<file path="config.mk">
export PLATFORM = sky130hd
export DESIGN_NAME = mrt_top
export DESIGN_NICKNAME = d
export VERILOG_FILES = /design/src/mrt_pkg.sv /design/src/mrt_top.sv
export VERILOG_INCLUDE_DIRS = /design/src /design/src/src
export SDC_FILE = /design/constraint.sdc
export NUM_CORES = 1
export LEC_CHECK = 0
export ABC_AREA = 1
export BUFFER_PORTS_ARGS = -buffer_cell sky130_fd_sc_hd__buf_2
export CAP_MARGIN = 20
export CORE_ASPECT_RATIO = 1.5
export CORE_MARGIN = 3
export CORE_UTILIZATION = 40
export DETAILED_ROUTE_END_ITERATION = 16
export SYNTH_ARGS = -nofsm -noshare
export SYNTH_HDL_FRONTEND = slang
export SYNTH_SLANG_ARGS = --single-unit
export TNS_END_PERCENT = 50
</file>
<file path="constraint.sdc">
create_clock -name sys_clk -period 9.5 [get_ports sys_clk]
set_input_delay 2.375 -clock sys_clk [delete_from_list [all_inputs] [get_ports sys_clk]]
set_output_delay 2.375 -clock sys_clk [all_outputs]
set_load 0.02 [all_outputs]
</file>
<file path="src/mrt_defines.svh">
`ifndef MRT_DEFINES_SVH
`define MRT_DEFINES_SVH
// Register offsets (byte addresses on the 16-bit register port).
`define MRT_ADDR_CTL 8'h00
`define MRT_ADDR_CUR_HI 8'h02
`define MRT_ADDR_CUR_LO 8'h04
`define MRT_ADDR_VOLT 8'h06
`define MRT_ADDR_ITEMP 8'h08
`define MRT_ADDR_ETEMP 8'h0a
`define MRT_ADDR_INTERNAL_TEMP_GAIN_CODE 8'h0c
`define MRT_ADDR_INTERNAL_TEMP_OFFSET_CODE 8'h0e
`define MRT_ADDR_EXTERNAL_TEMP_GAIN_CODE 8'h10
`define MRT_ADDR_EXTERNAL_TEMP_OFFSET_CODE 8'h12
`define MRT_ADDR_CAL_BASE 8'h14
`define MRT_ADDR_STATUS 8'h16
// Control register fields.
`define MRT_CTL_CUR_EN 0
`define MRT_CTL_VOLT_EN 1
`define MRT_CTL_ITEMP_EN 2
`define MRT_CTL_ETEMP_EN 3
`define MRT_CTL_CHOP_EN 4
`define MRT_CTL_CUR_IRQ_EN 5
`define MRT_CTL_VOLT_IRQ_EN 6
// Current result word layout.
`define MRT_CUR_GAIN_LSB 21
`define MRT_CUR_MAX 17'h0ffff
`define MRT_CUR_MIN 17'h10000
// Voltage limits.
`define MRT_VOLT_MAX 16'hffff
`define MRT_VOLT_MIN 16'h0000
// Temperature channel.
`define MRT_TEMP_DECIM 8'd128
`define MRT_TEMP_MAX 16'hffff
`define MRT_GAIN_BASE 10'd896
`define MRT_GAIN_SHIFT 10
`define MRT_OFF_SHIFT 2
`define MRT_CAL_THRESH 16'h0200
// Reset values.
`define MRT_CTL_RST 8'h00
`define MRT_GAIN_RST 8'h80
`define MRT_OFF_RST 8'h00
`define MRT_CAL_BASE_RST 16'h0000
`endif

</file>
<file path="src/mrt_pkg.sv">
package mrt_pkg;
   // Temperature channel sequencer states.
   typedef enum logic [1:0] {
      TS_IDLE,
      TS_CONVERT,
      TS_UPDATE
   } mrt_temp_state_t;
endpackage

</file>
<file path="src/mrt_top.sv">
`timescale 1ns/10ps
`include "mrt_defines.svh"
module mrt_top (
   input wire logic sys_clk,
   input wire logic rst,
   input wire logic [7:0] reg_addr,
   input wire logic [15:0] reg_wdata,
   input wire logic reg_wr,
   input wire logic reg_rd,
   output logic [15:0] reg_rdata,
   input wire logic low_power_mode,
   input wire logic [23:0] cur_data,
   input wire logic [2:0] cur_gain,
   input wire logic cur_valid,
   input wire logic [19:0] volt_data,
   input wire logic volt_valid,
   input wire logic temp_bit,
   input wire logic temp_bit_valid,
   input wire logic trim_load,
   input wire logic [7:0] trim_internal_temp_gain_code,
   input wire logic [7:0] trim_internal_temp_offset_code,
   output logic cur_run,
   output logic volt_run,
   output logic temp_run,
   output logic cur_start,
   output logic volt_start,
   output logic cur_irq_req,
   output logic volt_irq_req,
   output logic temp_chop_phase,
   output logic temp_sel_ext,
   output logic external_sensor_supply_output,
   output logic cal_request
);

   // ************************************************
   // Arithmetic helpers
   // ************************************************

   // Gain then offset on a 16-bit code, saturated at both ends.
   function automatic logic [15:0] mrt_comp(input logic [15:0] raw,
                                            input logic [7:0] gain,
                                            input logic [7:0] off);
      logic [26:0] prod;
      logic signed [18:0] sum;
      // The factor reaches 1151, so it is widened before the add, and the
      // product needs 27 bits to hold a full-scale code times that factor.
      prod = 27'(raw) * (27'(`MRT_GAIN_BASE) + 27'(gain));
      sum = $signed({2'b00, prod[`MRT_GAIN_SHIFT +: 17]})
            + (19'($signed(off)) <<< `MRT_OFF_SHIFT);
      if (sum < 0) begin
         mrt_comp = 16'h0000;
      end else if (sum > 19'sh0ffff) begin
         mrt_comp = `MRT_TEMP_MAX;
      end else begin
         mrt_comp = sum[15:0];
      end
   endfunction

   // Signed current sample clamped into the 17-bit result range.
   function automatic logic [16:0] mrt_clamp_cur(input logic [23:0] d);
      if ($signed(d) > 24'sh00ffff) begin
         mrt_clamp_cur = `MRT_CUR_MAX;
      end else if ($signed(d) < -24'sh010000) begin
         mrt_clamp_cur = `MRT_CUR_MIN;
      end else begin
         mrt_clamp_cur = d[16:0];
      end
   endfunction

   // Signed voltage sample clamped into the unsigned 16-bit range.
   function automatic logic [15:0] mrt_clamp_volt(input logic [19:0] d);
      if ($signed(d) < 0) begin
         mrt_clamp_volt = `MRT_VOLT_MIN;
      end else if (d > 20'h0ffff) begin
         mrt_clamp_volt = `MRT_VOLT_MAX;
      end else begin
         mrt_clamp_volt = d[15:0];
      end
   endfunction

   // ************************************************
   // Register file and current/voltage results
   // ************************************************

   logic [7:0] ctl_reg, ctl_next;
   logic [23:0] cur_res_reg, cur_res_next;
   logic [15:0] volt_res_reg, volt_res_next;
   logic [7:0] internal_temp_gain_code_reg, internal_temp_gain_code_next;
   logic [7:0] internal_temp_offset_code_reg, internal_temp_offset_code_next;
   logic [7:0] external_temp_gain_code_reg, external_temp_gain_code_next;
   logic [7:0] external_temp_offset_code_reg, external_temp_offset_code_next;
   logic [15:0] cal_base_reg, cal_base_next;
   logic [15:0] rdata_reg, rdata_next;
   logic cur_start_reg, cur_start_next;
   logic volt_start_reg, volt_start_next;
   logic cur_irq_reg, cur_irq_next;
   logic volt_irq_reg, volt_irq_next;
   logic cur_run_reg, cur_run_next;
   logic volt_run_reg, volt_run_next;
   logic [15:0] itemp_res_reg;
   logic [15:0] etemp_res_reg;
   mrt_pkg::mrt_temp_state_t ts_reg;
   logic sel_ext_reg;
   logic cal_reg;
   logic ctl_wr;
   logic [7:0] ctl_w;

   assign ctl_wr = reg_wr && (reg_addr == `MRT_ADDR_CTL);
   assign ctl_w = reg_wdata[7:0];

   // Register writes, result capture and the synchronous start pulses.
   always_comb begin
      ctl_next = ctl_reg;
      internal_temp_gain_code_next = internal_temp_gain_code_reg;
      internal_temp_offset_code_next = internal_temp_offset_code_reg;
      external_temp_gain_code_next = external_temp_gain_code_reg;
      external_temp_offset_code_next = external_temp_offset_code_reg;
      cal_base_next = cal_base_reg;
      cur_res_next = cur_res_reg;
      volt_res_next = volt_res_reg;
      cur_start_next = 1'b0;
      volt_start_next = 1'b0;
      cur_irq_next = 1'b0;
      volt_irq_next = 1'b0;
      rdata_next = 16'h0000;
      // Factory trim only feeds the internal sensor's codes.
      if (trim_load) begin
         internal_temp_gain_code_next = trim_internal_temp_gain_code;
         internal_temp_offset_code_next = trim_internal_temp_offset_code;
      end
      if (reg_wr) begin
         case (reg_addr)
            `MRT_ADDR_CTL: ctl_next = ctl_w;
            `MRT_ADDR_INTERNAL_TEMP_GAIN_CODE: internal_temp_gain_code_next = reg_wdata[7:0];
            `MRT_ADDR_INTERNAL_TEMP_OFFSET_CODE: internal_temp_offset_code_next = reg_wdata[7:0];
            `MRT_ADDR_EXTERNAL_TEMP_GAIN_CODE: external_temp_gain_code_next = reg_wdata[7:0];
            `MRT_ADDR_EXTERNAL_TEMP_OFFSET_CODE: external_temp_offset_code_next = reg_wdata[7:0];
            `MRT_ADDR_CAL_BASE: cal_base_next = reg_wdata;
            default: ;
         endcase
      end
      // A rising enable restarts its channel; one write raising both starts
      // them in the same cycle, which keeps the two sample streams aligned.
      if (ctl_wr) begin
         cur_start_next = ctl_w[`MRT_CTL_CUR_EN] && !ctl_reg[`MRT_CTL_CUR_EN];
         volt_start_next = ctl_w[`MRT_CTL_VOLT_EN] && !ctl_reg[`MRT_CTL_VOLT_EN];
      end
      // Current keeps running through low power; voltage does not, so
      // software has to restart both after wake-up to resynchronise.
      cur_run_next = ctl_next[`MRT_CTL_CUR_EN];
      volt_run_next = ctl_next[`MRT_CTL_VOLT_EN] && !low_power_mode;
      if (cur_valid && cur_run_reg) begin
         cur_res_next = {cur_gain, 4'h0, mrt_clamp_cur(cur_data)};
         cur_irq_next = ctl_reg[`MRT_CTL_CUR_IRQ_EN];
      end
      if (volt_valid && volt_run_reg) begin
         volt_res_next = mrt_clamp_volt(volt_data);
         volt_irq_next = ctl_reg[`MRT_CTL_VOLT_IRQ_EN];
      end
      // Read data appears in the cycle after the strobe; unmapped reads 0.
      if (reg_rd) begin
         case (reg_addr)
            `MRT_ADDR_CTL: rdata_next = {8'h00, ctl_reg};
            `MRT_ADDR_CUR_HI: rdata_next = {8'h00, cur_res_reg[23:16]};
            `MRT_ADDR_CUR_LO: rdata_next = cur_res_reg[15:0];
            `MRT_ADDR_VOLT: rdata_next = volt_res_reg;
            `MRT_ADDR_ITEMP: rdata_next = itemp_res_reg;
            `MRT_ADDR_ETEMP: rdata_next = etemp_res_reg;
            `MRT_ADDR_INTERNAL_TEMP_GAIN_CODE: rdata_next = {8'h00, internal_temp_gain_code_reg};
            `MRT_ADDR_INTERNAL_TEMP_OFFSET_CODE: rdata_next = {8'h00, internal_temp_offset_code_reg};
            `MRT_ADDR_EXTERNAL_TEMP_GAIN_CODE: rdata_next = {8'h00, external_temp_gain_code_reg};
            `MRT_ADDR_EXTERNAL_TEMP_OFFSET_CODE: rdata_next = {8'h00, external_temp_offset_code_reg};
            `MRT_ADDR_CAL_BASE: rdata_next = cal_base_reg;
            `MRT_ADDR_STATUS: rdata_next = {12'h000, cal_reg, sel_ext_reg,
                                            ts_reg != mrt_pkg::TS_IDLE, volt_run_reg};
            default: rdata_next = 16'h0000;
         endcase
      end
   end

   // Register stage for the bus and result group.
   always_ff @(posedge sys_clk) begin
      if (rst) begin
         ctl_reg <= `MRT_CTL_RST;
         internal_temp_gain_code_reg <= `MRT_GAIN_RST;
         internal_temp_offset_code_reg <= `MRT_OFF_RST;
         external_temp_gain_code_reg <= `MRT_GAIN_RST;
         external_temp_offset_code_reg <= `MRT_OFF_RST;
         cal_base_reg <= `MRT_CAL_BASE_RST;
         cur_res_reg <= 24'h000000;
         volt_res_reg <= 16'h0000;
         rdata_reg <= 16'h0000;
         cur_start_reg <= 1'b0;
         volt_start_reg <= 1'b0;
         cur_irq_reg <= 1'b0;
         volt_irq_reg <= 1'b0;
         cur_run_reg <= 1'b0;
         volt_run_reg <= 1'b0;
      end else begin
         ctl_reg <= ctl_next;
         internal_temp_gain_code_reg <= internal_temp_gain_code_next;
         internal_temp_offset_code_reg <= internal_temp_offset_code_next;
         external_temp_gain_code_reg <= external_temp_gain_code_next;
         external_temp_offset_code_reg <= external_temp_offset_code_next;
         cal_base_reg <= cal_base_next;
         cur_res_reg <= cur_res_next;
         volt_res_reg <= volt_res_next;
         rdata_reg <= rdata_next;
         cur_start_reg <= cur_start_next;
         volt_start_reg <= volt_start_next;
         cur_irq_reg <= cur_irq_next;
         volt_irq_reg <= volt_irq_next;
         cur_run_reg <= cur_run_next;
         volt_run_reg <= volt_run_next;
      end
   end

   // ************************************************
   // Temperature channel
   // ************************************************

   mrt_pkg::mrt_temp_state_t ts_next;
   logic [8:0] ones_reg, ones_next;
   logic [7:0] samp_reg, samp_next;
   logic half_reg, half_next;
   logic chop_reg, chop_next;
   logic sel_ext_next;
   logic [15:0] raw_reg, raw_next;
   logic [15:0] itemp_res_next;
   logic [15:0] etemp_res_next;
   logic cal_next;
   logic temp_run_reg, temp_run_next;
   logic supply_reg, supply_next;
   logic it_en;
   logic et_en;
   logic chop_en;
   logic [17:0] scaled;
   logic [15:0] delta;

   assign it_en = ctl_reg[`MRT_CTL_ITEMP_EN];
   assign et_en = ctl_reg[`MRT_CTL_ETEMP_EN];
   assign chop_en = ctl_reg[`MRT_CTL_CHOP_EN];

   // One modulator serves both sensors; the mux select picks the source.
   // Ones are counted over 128 samples, twice when chopping, and the
   // second chopper phase inverts the bit so the offset cancels.
   always_comb begin
      ts_next = ts_reg;
      ones_next = ones_reg;
      samp_next = samp_reg;
      half_next = half_reg;
      chop_next = chop_reg;
      sel_ext_next = sel_ext_reg;
      raw_next = raw_reg;
      itemp_res_next = itemp_res_reg;
      etemp_res_next = etemp_res_reg;
      scaled = chop_en ? {1'b0, ones_reg, 8'h00} : {ones_reg, 9'h000};
      case (ts_reg)
         mrt_pkg::TS_IDLE: begin
            ones_next = 9'h000;
            samp_next = 8'h00;
            half_next = 1'b0;
            chop_next = 1'b0;
            if (it_en || et_en) begin
               sel_ext_next = !it_en;
               ts_next = mrt_pkg::TS_CONVERT;
            end
         end
         mrt_pkg::TS_CONVERT: begin
            if (!(it_en || et_en)) begin
               ts_next = mrt_pkg::TS_IDLE;
            end else if (temp_bit_valid) begin
               ones_next = ones_reg + 9'(temp_bit ^ (chop_en && chop_reg));
               samp_next = samp_reg + 8'd1;
               if (samp_reg == `MRT_TEMP_DECIM - 8'd1) begin
                  samp_next = 8'h00;
                  if (chop_en && !half_reg) begin
                     half_next = 1'b1;
                     chop_next = !chop_reg;
                  end else begin
                     ts_next = mrt_pkg::TS_UPDATE;
                  end
               end
            end
         end
         mrt_pkg::TS_UPDATE: begin
            // Full count would wrap to zero, so it is held at the top code.
            raw_next = (scaled > 18'h0ffff) ? `MRT_TEMP_MAX : scaled[15:0];
            if (!sel_ext_reg) begin
               itemp_res_next = mrt_comp(raw_next, internal_temp_gain_code_reg, internal_temp_offset_code_reg);
            end else begin
               etemp_res_next = mrt_comp(raw_next, external_temp_gain_code_reg, external_temp_offset_code_reg);
            end
            ones_next = 9'h000;
            half_next = 1'b0;
            // Each conversion opens in phase zero, so a phase left high outlives a chopper that
            // software has just switched off only until the conversion in progress ends.
            chop_next = 1'b0;
            sel_ext_next = (it_en && et_en) ? !sel_ext_reg : !it_en;
            ts_next = (it_en || et_en) ? mrt_pkg::TS_CONVERT : mrt_pkg::TS_IDLE;
         end
         default: ts_next = mrt_pkg::TS_IDLE;
      endcase
      // Request a recalibration once the die drifts past the threshold.
      delta = (itemp_res_reg > cal_base_reg) ? itemp_res_reg - cal_base_reg
                                             : cal_base_reg - itemp_res_reg;
      cal_next = it_en && (delta > `MRT_CAL_THRESH);
      // Run and supply flags are registered copies of the next state.
      temp_run_next = (ts_next != mrt_pkg::TS_IDLE);
      supply_next = sel_ext_next && (ts_next != mrt_pkg::TS_IDLE);
   end

   // Register stage for the temperature group.
   always_ff @(posedge sys_clk) begin
      if (rst) begin
         ts_reg <= mrt_pkg::TS_IDLE;
         ones_reg <= 9'h000;
         samp_reg <= 8'h00;
         half_reg <= 1'b0;
         chop_reg <= 1'b0;
         sel_ext_reg <= 1'b0;
         raw_reg <= 16'h0000;
         itemp_res_reg <= 16'h0000;
         etemp_res_reg <= 16'h0000;
         cal_reg <= 1'b0;
         temp_run_reg <= 1'b0;
         supply_reg <= 1'b0;
      end else begin
         ts_reg <= ts_next;
         ones_reg <= ones_next;
         samp_reg <= samp_next;
         half_reg <= half_next;
         chop_reg <= chop_next;
         sel_ext_reg <= sel_ext_next;
         raw_reg <= raw_next;
         itemp_res_reg <= itemp_res_next;
         etemp_res_reg <= etemp_res_next;
         cal_reg <= cal_next;
         temp_run_reg <= temp_run_next;
         supply_reg <= supply_next;
      end
   end

   // ************************************************
   // Outputs
   // ************************************************

   // Every output is a flip-flop; temp_run ignores low power on purpose.
   assign reg_rdata = rdata_reg;
   assign cur_run = cur_run_reg;
   assign volt_run = volt_run_reg;
   assign temp_run = temp_run_reg;
   assign cur_start = cur_start_reg;
   assign volt_start = volt_start_reg;
   assign cur_irq_req = cur_irq_reg;
   assign volt_irq_req = volt_irq_reg;
   assign temp_chop_phase = chop_reg;
   assign temp_sel_ext = sel_ext_reg;
   assign external_sensor_supply_output = supply_reg;
   assign cal_request = cal_reg;

endmodule // mrt_top

</file>
======== Word level (Yosys, flattened, before mapping) ========
Index checks and enable logic that the tools add are counted.
word-level totals
  flip-flop bits (word level) ............. 171
  input bits .............................. 97
  output and inout bits ................... 27
  logic and storage cells ................. 158
cells by class
  add/sub/neg operators ................... 8
  $mul .................................... 2
  magnitude comparators ................... 11
  equal/unequal tests ..................... 18
  mux-type cells .......................... 47
  bitwise operators ....................... 6
  reductions and logical operators ........ 39
operators with widths
  cell                     number
  $pmux W16 S12            1
  $mux W16                 8
  $mux W8                  9
  $mul A16 B11 Y27         2
  $add A18 B10 Y19         2
  $gt A19 B17 Y1 const B   2
  $lt A19 B1 Y1 const B    2
  $mux W17                 2
  $eq A8 B4 Y1 const B     4
  $eq A8 B5 Y1 const B     4
  $sub A16 B16 Y16         2
  $gt A24 B17 Y1 const B   1
  $lt A24 B17 Y1 const B   1
  $add A10 B8 Y11 const A  2
  $gt A20 B16 Y1 const B   1
  $lt A20 B1 Y1 const B    1
  $gt A18 B16 Y1 const B   1
  $mux W18                 1
  $mux W9                  2
  $pmux W9 S2              1
  $eq A8 B3 Y1 const B     2
  $gt A16 B10 Y1 const B   1
  $gt A16 B16 Y1           1
  $pmux W8 S2              1
  23 further kinds         77

======== Depth between registers and ports, before layout ========
Gate-level depths: netlist of the first run.
  word-level depth ........................ 9
  depth in mapped cells ................... 43
  mapped depth without buffers ............ 40

======== Worst setup path before layout of the first run ========
OpenSTA, ideal clock, no wires.
  kind .................................... reg-to-reg
  start point ............................. register ctl_reg[4]
  end point ............................... register itemp_res_reg[10]
  library setup time ...................... 0.070 ns
  arrival time ............................ 7.245 ns
  required time ........................... 9.430 ns
  slack ................................... 2.185 ns
  cell stages (with the launch flop) ...... 34
  path buffers ............................ 5
  clock period less this slack ............ 7.315 ns
  path through ............................ dfxtp_1 > buf_6 > inv_4 > a21oi_4 > buf_6 > clkbuf_1 > clkbuf_1 > nor2_1 > fa_1 > fa_1 > fa_1 > fa_1 > inv_1 > fa_1 > inv_1 > ha_1 > nand2_1 > nor4_1 > a21oi_1 > o21ai_0 > a21oi_1 > xnor2_1 > ha_1 > inv_1 > o21ai_1 > nor2_1 > a21oi_1 > nand3_1 > nand2_1 > nand2_1 > a21oi_2 > buf_4 > nand2_1 > a21oi_1
between the ends
  cells in the longest elaborated chain, start to end .. 8
  elaborated cells on any way between the ends .. 9
  classes of those cells .................. 1 x add/sub; 1 x mul; 3 x order compare; 4 x mux
RTL lines
  item                    RTL line        source
  from (decl)             mrt_top.sv:85   logic [7:0] ctl_reg, ctl_next;
  from (signal assigned)  mrt_top.sv:184  ctl_reg <= `MRT_CTL_RST;
  from (signal assigned)  mrt_top.sv:200  ctl_reg <= ctl_next;
  $mux W18 (*)            mrt_top.sv:257  scaled = chop_en ? {1'b0, ones_reg, 8'h00} : {ones_reg, 9'h000};
  $gt A18 B16 Y1          mrt_top.sv:288  raw_next = (scaled > 18'h0ffff) ? `MRT_TEMP_MAX : scaled[15:0];
  $mux W16 (*)            mrt_top.sv:288
  $mul A16 B11 Y27 (*)    mrt_top.sv:47   prod = 27'(raw) * (27'(`MRT_GAIN_BASE) + 27'(gain));
  $add A18 B10 Y19 (*)    mrt_top.sv:48   sum = $signed({2'b00, prod[`MRT_GAIN_SHIFT +: 17]})
  $gt A19 B17 Y1          mrt_top.sv:52   end else if (sum > 19'sh0ffff) begin
  $mux W16                mrt_top.sv:52
  $mux W16 (*)            mrt_top.sv:50   if (sum < 0) begin
  to (signal assigned)    mrt_top.sv:336  itemp_res_reg <= itemp_res_next;
  to (decl)               mrt_top.sv:100  logic [15:0] itemp_res_reg;
Every way passes the cells marked *; elsewhere a longest branch is shown, timed or not.
A chain may end at the register's enable or synchronous reset.

======== Worst setup path after layout of the first run ========
  start point ............................. register ctl_reg[4]
  end point ............................... register itemp_res_reg[4]
Same word-level chain as after synthesis.

==> results of run 1 <==
critical path, delay by kind of cell, from the launching register on:
kind                       cells  cell delay (ns)
xor gates and xnor gates       1             0.16
adders and majority gates      7             3.07
DFF                            1             0.65
buffers and inverters          6             0.99
AOI/OAI and AO/OA             10             2.42
and+or+nand+nor                7             0.95
metrics by stage:
step | std cells | util [%] | worst slack (ns) | cell area (sq um)
3_5_place_dp | 3491 | 43.0 | 1.28 | 21000
5_1_grt | 3524 | 44.2 | 0.473 | 21600
6_report | 3524 | 44.2 | 1.17 | 21600
4_1_cts | 3523 | 44.2 | 1.26 | 21600
3_3_place_gp | 3491 | 43.0 | 1.46 | 21000
2_1_floorplan | 2802 | - | 2.18 | 20000
where the power goes:
part	switching, mW	internal [mW]
Sequential	0.00948	0.716
Combinational	0.0743	0.0343
Clock	0.352	0.382
Total	0.435	1.13
logic make-up after synthesis:
group                    synth area share (%)
multiplexers                            0.169
buffers and inverters                    11.2
AO/OA/AOI/OAI                            14.7
XOR/XNOR                                 3.98
flip-flops                               17.1
adder cells (fa/ha/maj)                  31.2
AND/OR/NAND/NOR                          21.7
final timing paths:
| path | from | to | slack [ns] | cells after the start |
|---|---|---|---|---|
| setup / recovery | ctl_reg[4] | itemp_res_reg[4] | 1.17 | 31 |
| hold / removal | half_reg | half_reg | 0.46 | 2 |
| setup reg to reg | ctl_reg[4] | itemp_res_reg[4] | 1.17 | 31 |
| hold reg to reg | half_reg | half_reg | 0.46 | 2 |
cells in the final DEF, fill, tap and decap left out, types with 11 or more instances in the layout:
cell type / Yosys / routed
a21o_1: 13 / 13
buf_2: 19 / 123
ha_1: 228 / 228
o21ai_0: 157 / 157
clkinv_1: 11 / 11
xor2_1: 54 / 54
o21bai_1: 25 / 25
inv_1: 461 / 460
nand3_1: 110 / 110
xnor2_1: 28 / 28
nor3_1: 32 / 32
a31oi_1: 11 / 11
nand2_1: 632 / 632
dfxtp_1: 170 / 170
clkbuf_16: 0 / 17
nand4_1: 26 / 26
a221oi_1: 19 / 19
o22ai_1: 16 / 16
o211ai_1: 12 / 12
nor2_1: 217 / 217
fa_1: 168 / 168
a21oi_1: 225 / 225
synthesized netlist by cell type (13+ instances only):
master | instances | area (sq um)
o21ai_0 | 157 | 786
nor3_1 | 32 | 160
nor2_1 | 217 | 815
nand4_1 | 26 | 163
xor2_1 | 54 | 473
inv_1 | 461 | 1730
o22ai_1 | 16 | 100
fa_1 | 168 | 3360
a21oi_1 | 225 | 1130
nand2_1 | 632 | 2370
clkbuf_1 | 70 | 263
a221oi_1 | 19 | 166
dfxtp_1 | 170 | 3400
ha_1 | 228 | 2850
buf_2 | 19 | 95.1
nand3_1 | 110 | 551
xnor2_1 | 28 | 245
o21bai_1 | 25 | 188
a21o_1 | 13 | 97.6
layout make-up:
type,count,area [sq um]
multi-input cells,2053,14300
inverters,481,1810
repair buffers,132,683
clock buffers,17,425
flip-flops and latches,170,3400
clock inverters,15,194
well taps,656,821
fillers,5039,27300
routing by layer:
layer / track usage, % / part of all wire [%]
met1: 27.7 / 37
met2: 47.4 / 52
met3: 2.68 / 4.6
met4: 14.4 / 6.3
met5: 0 / 0
==> run_results.csv, run 1 <==
group,metric,value,unit
logic_synthesis,ys_types,59,
drt,dr_total_vias,18733,
setup_path,crit_fanout,16,
timing,fin_hold_ws,0.464,ns
timing,clock_skew,0.0258,ns
timing,min_period,8.33,ns
cts,cts_tree,"done",
hold_path,hp-class,"register to register",
cts,root_buffer,"clkbuf_16",
logic_synthesis,yosysSeqAreaShare,17.1,%
global_routing,grt_max_degree,76,
drt,ant_nets,0,
setup_path,crit_arrival,8.71,ns
setup_path,startpoint_type,"register",
floorplanning,design.die.area,52600,sq um
power_and_ir_drop,power.total,1.57,mW
global_routing,grt.overflow.total,0,
drt,drt_iter0_markers,1108,
cts,cts_hold_buffers,0,
timing,rsz0062_at_grt,"false",
timing,tightest_slew,0.968,ns
finish,syn_to_final_growth,8.52,%
drt,dr.pass1.iters,6,
cts,clk_path_buf_depth,2,
timing,setup_viol,0,
global_routing,grt_usage,25.3,%
global_routing,grt_pass1_wl,105,mm
finish,diodes,0,
global_routing,grt_pass1_vias,18885,
power_and_ir_drop,ir_drop,114,uV
cts,worstSkewPairLatency,0.46,ns
floorplanning,io_pins,124,
drt,drc,0,
timing,tns,0,ns
cts,htreeDepth,4,
floorplanning,row_count,99,
cts,numCtsBuffers,17,
flow_run,drv_cap,0,
finish,largest_register_ff_count,20,
cts,ctsResizeCount,0,
cts,cts_setup_buffers,0,
cts,clock-sinks,170,
logic_synthesis,synth_edf_count,0,
power_and_ir_drop,power.leakage,11.2,nW
placement,io_buffers,123,
logic_synthesis,synthCells,2802,
logic_synthesis,synth-async-reset-ratio,0,%
setup_path,slowest_stage,"dfxtp_1",
logic_synthesis,syn_area_per_cell,7.12,sq um
setup_path,cp-end-kind,"register",
timing,finalCritPeriodShare,87.7,%
finish,drive_above_1_share,7.08,%
setup_path,path_class,"register to register",
logic_synthesis,synth_ff_type,"dfxtp_1",
power_and_ir_drop,powerDensity,72.4,nW/um^2
cts,clk_pin_slew,0.08,ns
floorplanning,die_x,188,um
drt,finalWirelength,67.5,mm
finish,final_nets,3348,
logic_synthesis,yosysWarnings,0,
logic_synthesis,ys_seq_elements,170,
logic_synthesis,syn_nets,3295,
setup_path,worstPathRequired,9.88,ns
logic_synthesis,syn-cell-area,20000,sq um
timing,clock.fmax,0.120,GHz
floorplanning,die_height,280,um
floorplanning,initial_core_util,40.8,%
outcome,status,"complete, no violations",
placement,hpwl,56.9,mm
global_routing,antenna_found_initial,0,
floorplanning,core_area,48900,sq um
timing,hold_viol_final,0,
placement,gp_congestion,0.969,
timing,final_max_slew_viol_count,0,
drt,routed_via_density,5.32,
timing,maxSlewHeadroom,35.5,%
setup_path,critPathMaxStageDelay,0.65,ns
drt,wire_per_inst,19.2,um
No activity file was read; power rests on OpenSTA's default activity.
==> run 2: changes to the inputs <==
--- a/config.mk
+++ b/config.mk
@@ -12,6 +12,7 @@
 export CORE_ASPECT_RATIO = 1.5
 export CORE_MARGIN = 3
 export CORE_UTILIZATION = 40
+export CTS_BUF_LIST = sky130_fd_sc_hd__clkbuf_2 sky130_fd_sc_hd__clkbuf_4 sky130_fd_sc_hd__clkbuf_8
 export DETAILED_ROUTE_END_ITERATION = 16
 export SYNTH_ARGS = -nofsm -noshare
 export SYNTH_HDL_FRONTEND = slang
==> run_results.csv, run 2 (synthesized netlist as in run 1, its figures left out) <==
group,metric,value,unit
drt,drc,0,
floorplanning,die_x,188,um
cts,htreeDepth,4,
power_and_ir_drop,power_frac_comb,7.8,%
timing,fin_hold_ws,0.468,ns
hold_path,holdCritStartpoint,"half_reg",
global_routing,grt_max_degree,76,
global_routing,antenna_found_initial,1,
timing,min_period,8.33,ns
timing,rsz0062_at_grt,"false",
setup_path,startpoint_type,"register",
drt,finalWirelength,67.3,mm
global_routing,grt_usage,25.2,%
finish,syn_to_final_growth,7.57,%
timing,clock_skew,0.0245,ns
power_and_ir_drop,p_sw_share,29.6,%
floorplanning,die_height,280,um
hold_path,holdPathEnd,"half_reg",
setup_path,reg2reg_to,"itemp_res_reg[15]",
hold_path,hold_path_depth,2,
timing,setup_viol,0,
finish,post-route-util,43.9,%
hold_path,hp-class,"register to register",
timing,finalCritPeriodShare,87.7,%
outcome,status,"complete, no violations",
power_and_ir_drop,power.leakage,11.1,nW
power_and_ir_drop,p_switching,411,uW
finish,largest_register_ff_count,20,
timing,final_max_slew_viol_count,0,
drt,wire_per_inst,19.1,um
setup_path,cp_num_cells,31,
finish,final_common_cell,"nand2_1",
cts,cts_tree,"done",
flow_run,drv_cap,0,
power_and_ir_drop,power.total,1.39,mW
setup_path,r2r-start,"ctl_reg[4]",
power_and_ir_drop,intPower,978,uW
drt,drt_iter0_markers,1266,
drt,dr_total_vias,18716,
power_and_ir_drop,powerDensity,64.8,nW/um^2
placement,gp_congestion,0.969,
timing,clock.fmax,0.120,GHz
placement,dp_cells,3491,
timing,tightest_slew,0.952,ns
cts,worstSkewPairLatency,0.50,ns
setup_path,critical_path.top_delay_family,"adder cells",
setup_path,crit_buf_inv,6,
finish,fin_area,21500,sq um
timing,tns,0,ns
setup_path,cp-end-kind,"register",
floorplanning,initial_core_util,40.8,%
placement,dpl_worst_slack,1.28,ns
cts,cts_setup_buffers,0,
timing,worst_slack,1.17,ns
setup_path,r2r_cells,31,
floorplanning,design.die.area,52600,sq um
cts,clock-sinks,170,
floorplanning,core_area,48900,sq um
setup_path,crit_fanout,16,
cts,cts_hold_buffers,0,
placement,io_buffers,123,
floorplanning,io_pins,124,
global_routing,grt_pass1_wl,104,mm
power_and_ir_drop,power_frac_clock,39.9,%
drt,dr.pass1.iters,6,
cts,clk_path_buf_depth,2,
placement,dpl_cell_area,21000,sq um
setup_path,path_class,"register to register",
cts,clk_pin_slew,0.10,ns
setup_path,slowest_stage,"dfxtp_1",
finish,final_nets,3348,
drt,ant_nets,0,
placement,hpwl,56.9,mm
timing,maxSlewHeadroom,36.5,%
global_routing,grt.overflow.total,0,
timing,hold_viol_final,0,
cts,ctsResizeCount,0,
setup_path,worstPathRequired,9.92,ns
drt,routed_via_density,5.31,
floorplanning,row_count,99,
finish,finalNonFillerCells,3525,
finish,drive_above_1_share,7.08,%
global_routing,grt_pass1_vias,18886,
setup_path,reg2reg_slack,1.17,ns
power_and_ir_drop,p_seq_share,52.3,%
finish,layout_common_cells,"nand2_1, inv_1, ha_1",
cts,root_buffer,"clkbuf_8",
cts,numCtsBuffers,17,
finish,nFillCells,5057,
setup_path,critPathMaxStageDelay,0.67,ns
setup_path,crit_arrival,8.75,ns
power_and_ir_drop,ir_drop,67.6,uV
[run 2: changes by cell type in the layout (fill, tap and decap cells not counted)]
cell / previous run / this run
clkbuf_16: 17 / 0
clkbuf_8: 0 / 17
diode_2: 0 / 1
[run 2: cell type report]
class                           count  area [sq um]  area share (%)
Tap cell                          656           821            3.82
Antenna cell                        1          2.50          0.0117
Clock buffer                       17           234            1.09
Clock inverter                     15           194           0.904
Inverter                          481          1810            8.42
Sequential cell                   170          3400            15.9
Multi-Input combinational cell   2053         14300            66.7
Timing Repair Buffer              132           683            3.18
[run 2: worst max path at each step]
stage / slack, ns / to / from
CTS: 1.26 / itemp_res_reg[4] / ctl_reg[4]
floorplan: 2.18 / itemp_res_reg[10] / ctl_reg[4]
finish: 1.17 / itemp_res_reg[15] / ctl_reg[4]
global route: 0.47 / itemp_res_reg[4] / ctl_reg[4]
global placement: 1.46 / itemp_res_reg[4] / ctl_reg[4]
detailed placement: 1.28 / itemp_res_reg[4] / ctl_reg[4]
[run 2: power groups by stage]
| stage | logic (mW) | clock network (mW) | registers (mW) |
|---|---|---|---|
| after global routing | 0.119 | 0.591 | 0.727 |
| after floorplan | 0.0594 | 0 | 0.736 |
| final | 0.108 | 0.555 | 0.726 |
| after detailed placement | 0.106 | 0 | 0.742 |
| after CTS | 0.107 | 0.563 | 0.726 |
| after global placement | 0.105 | 0 | 0.742 |
[run 2: routing by layer]
layer  track usage, %  share of wire (%)
met4             14.5                6.5
met2             47.3                 52
met1             27.5                 37
met5                0                  0
met3             2.63                4.2
[run 2: worst min-delay path: cells and delay by family, from the launching register on]
kind	cells	cell delay, ns
flip-flops	1	0.32
AND/OR/NAND/NOR	1	0.06
AO/OA/AOI/OAI	1	0.05
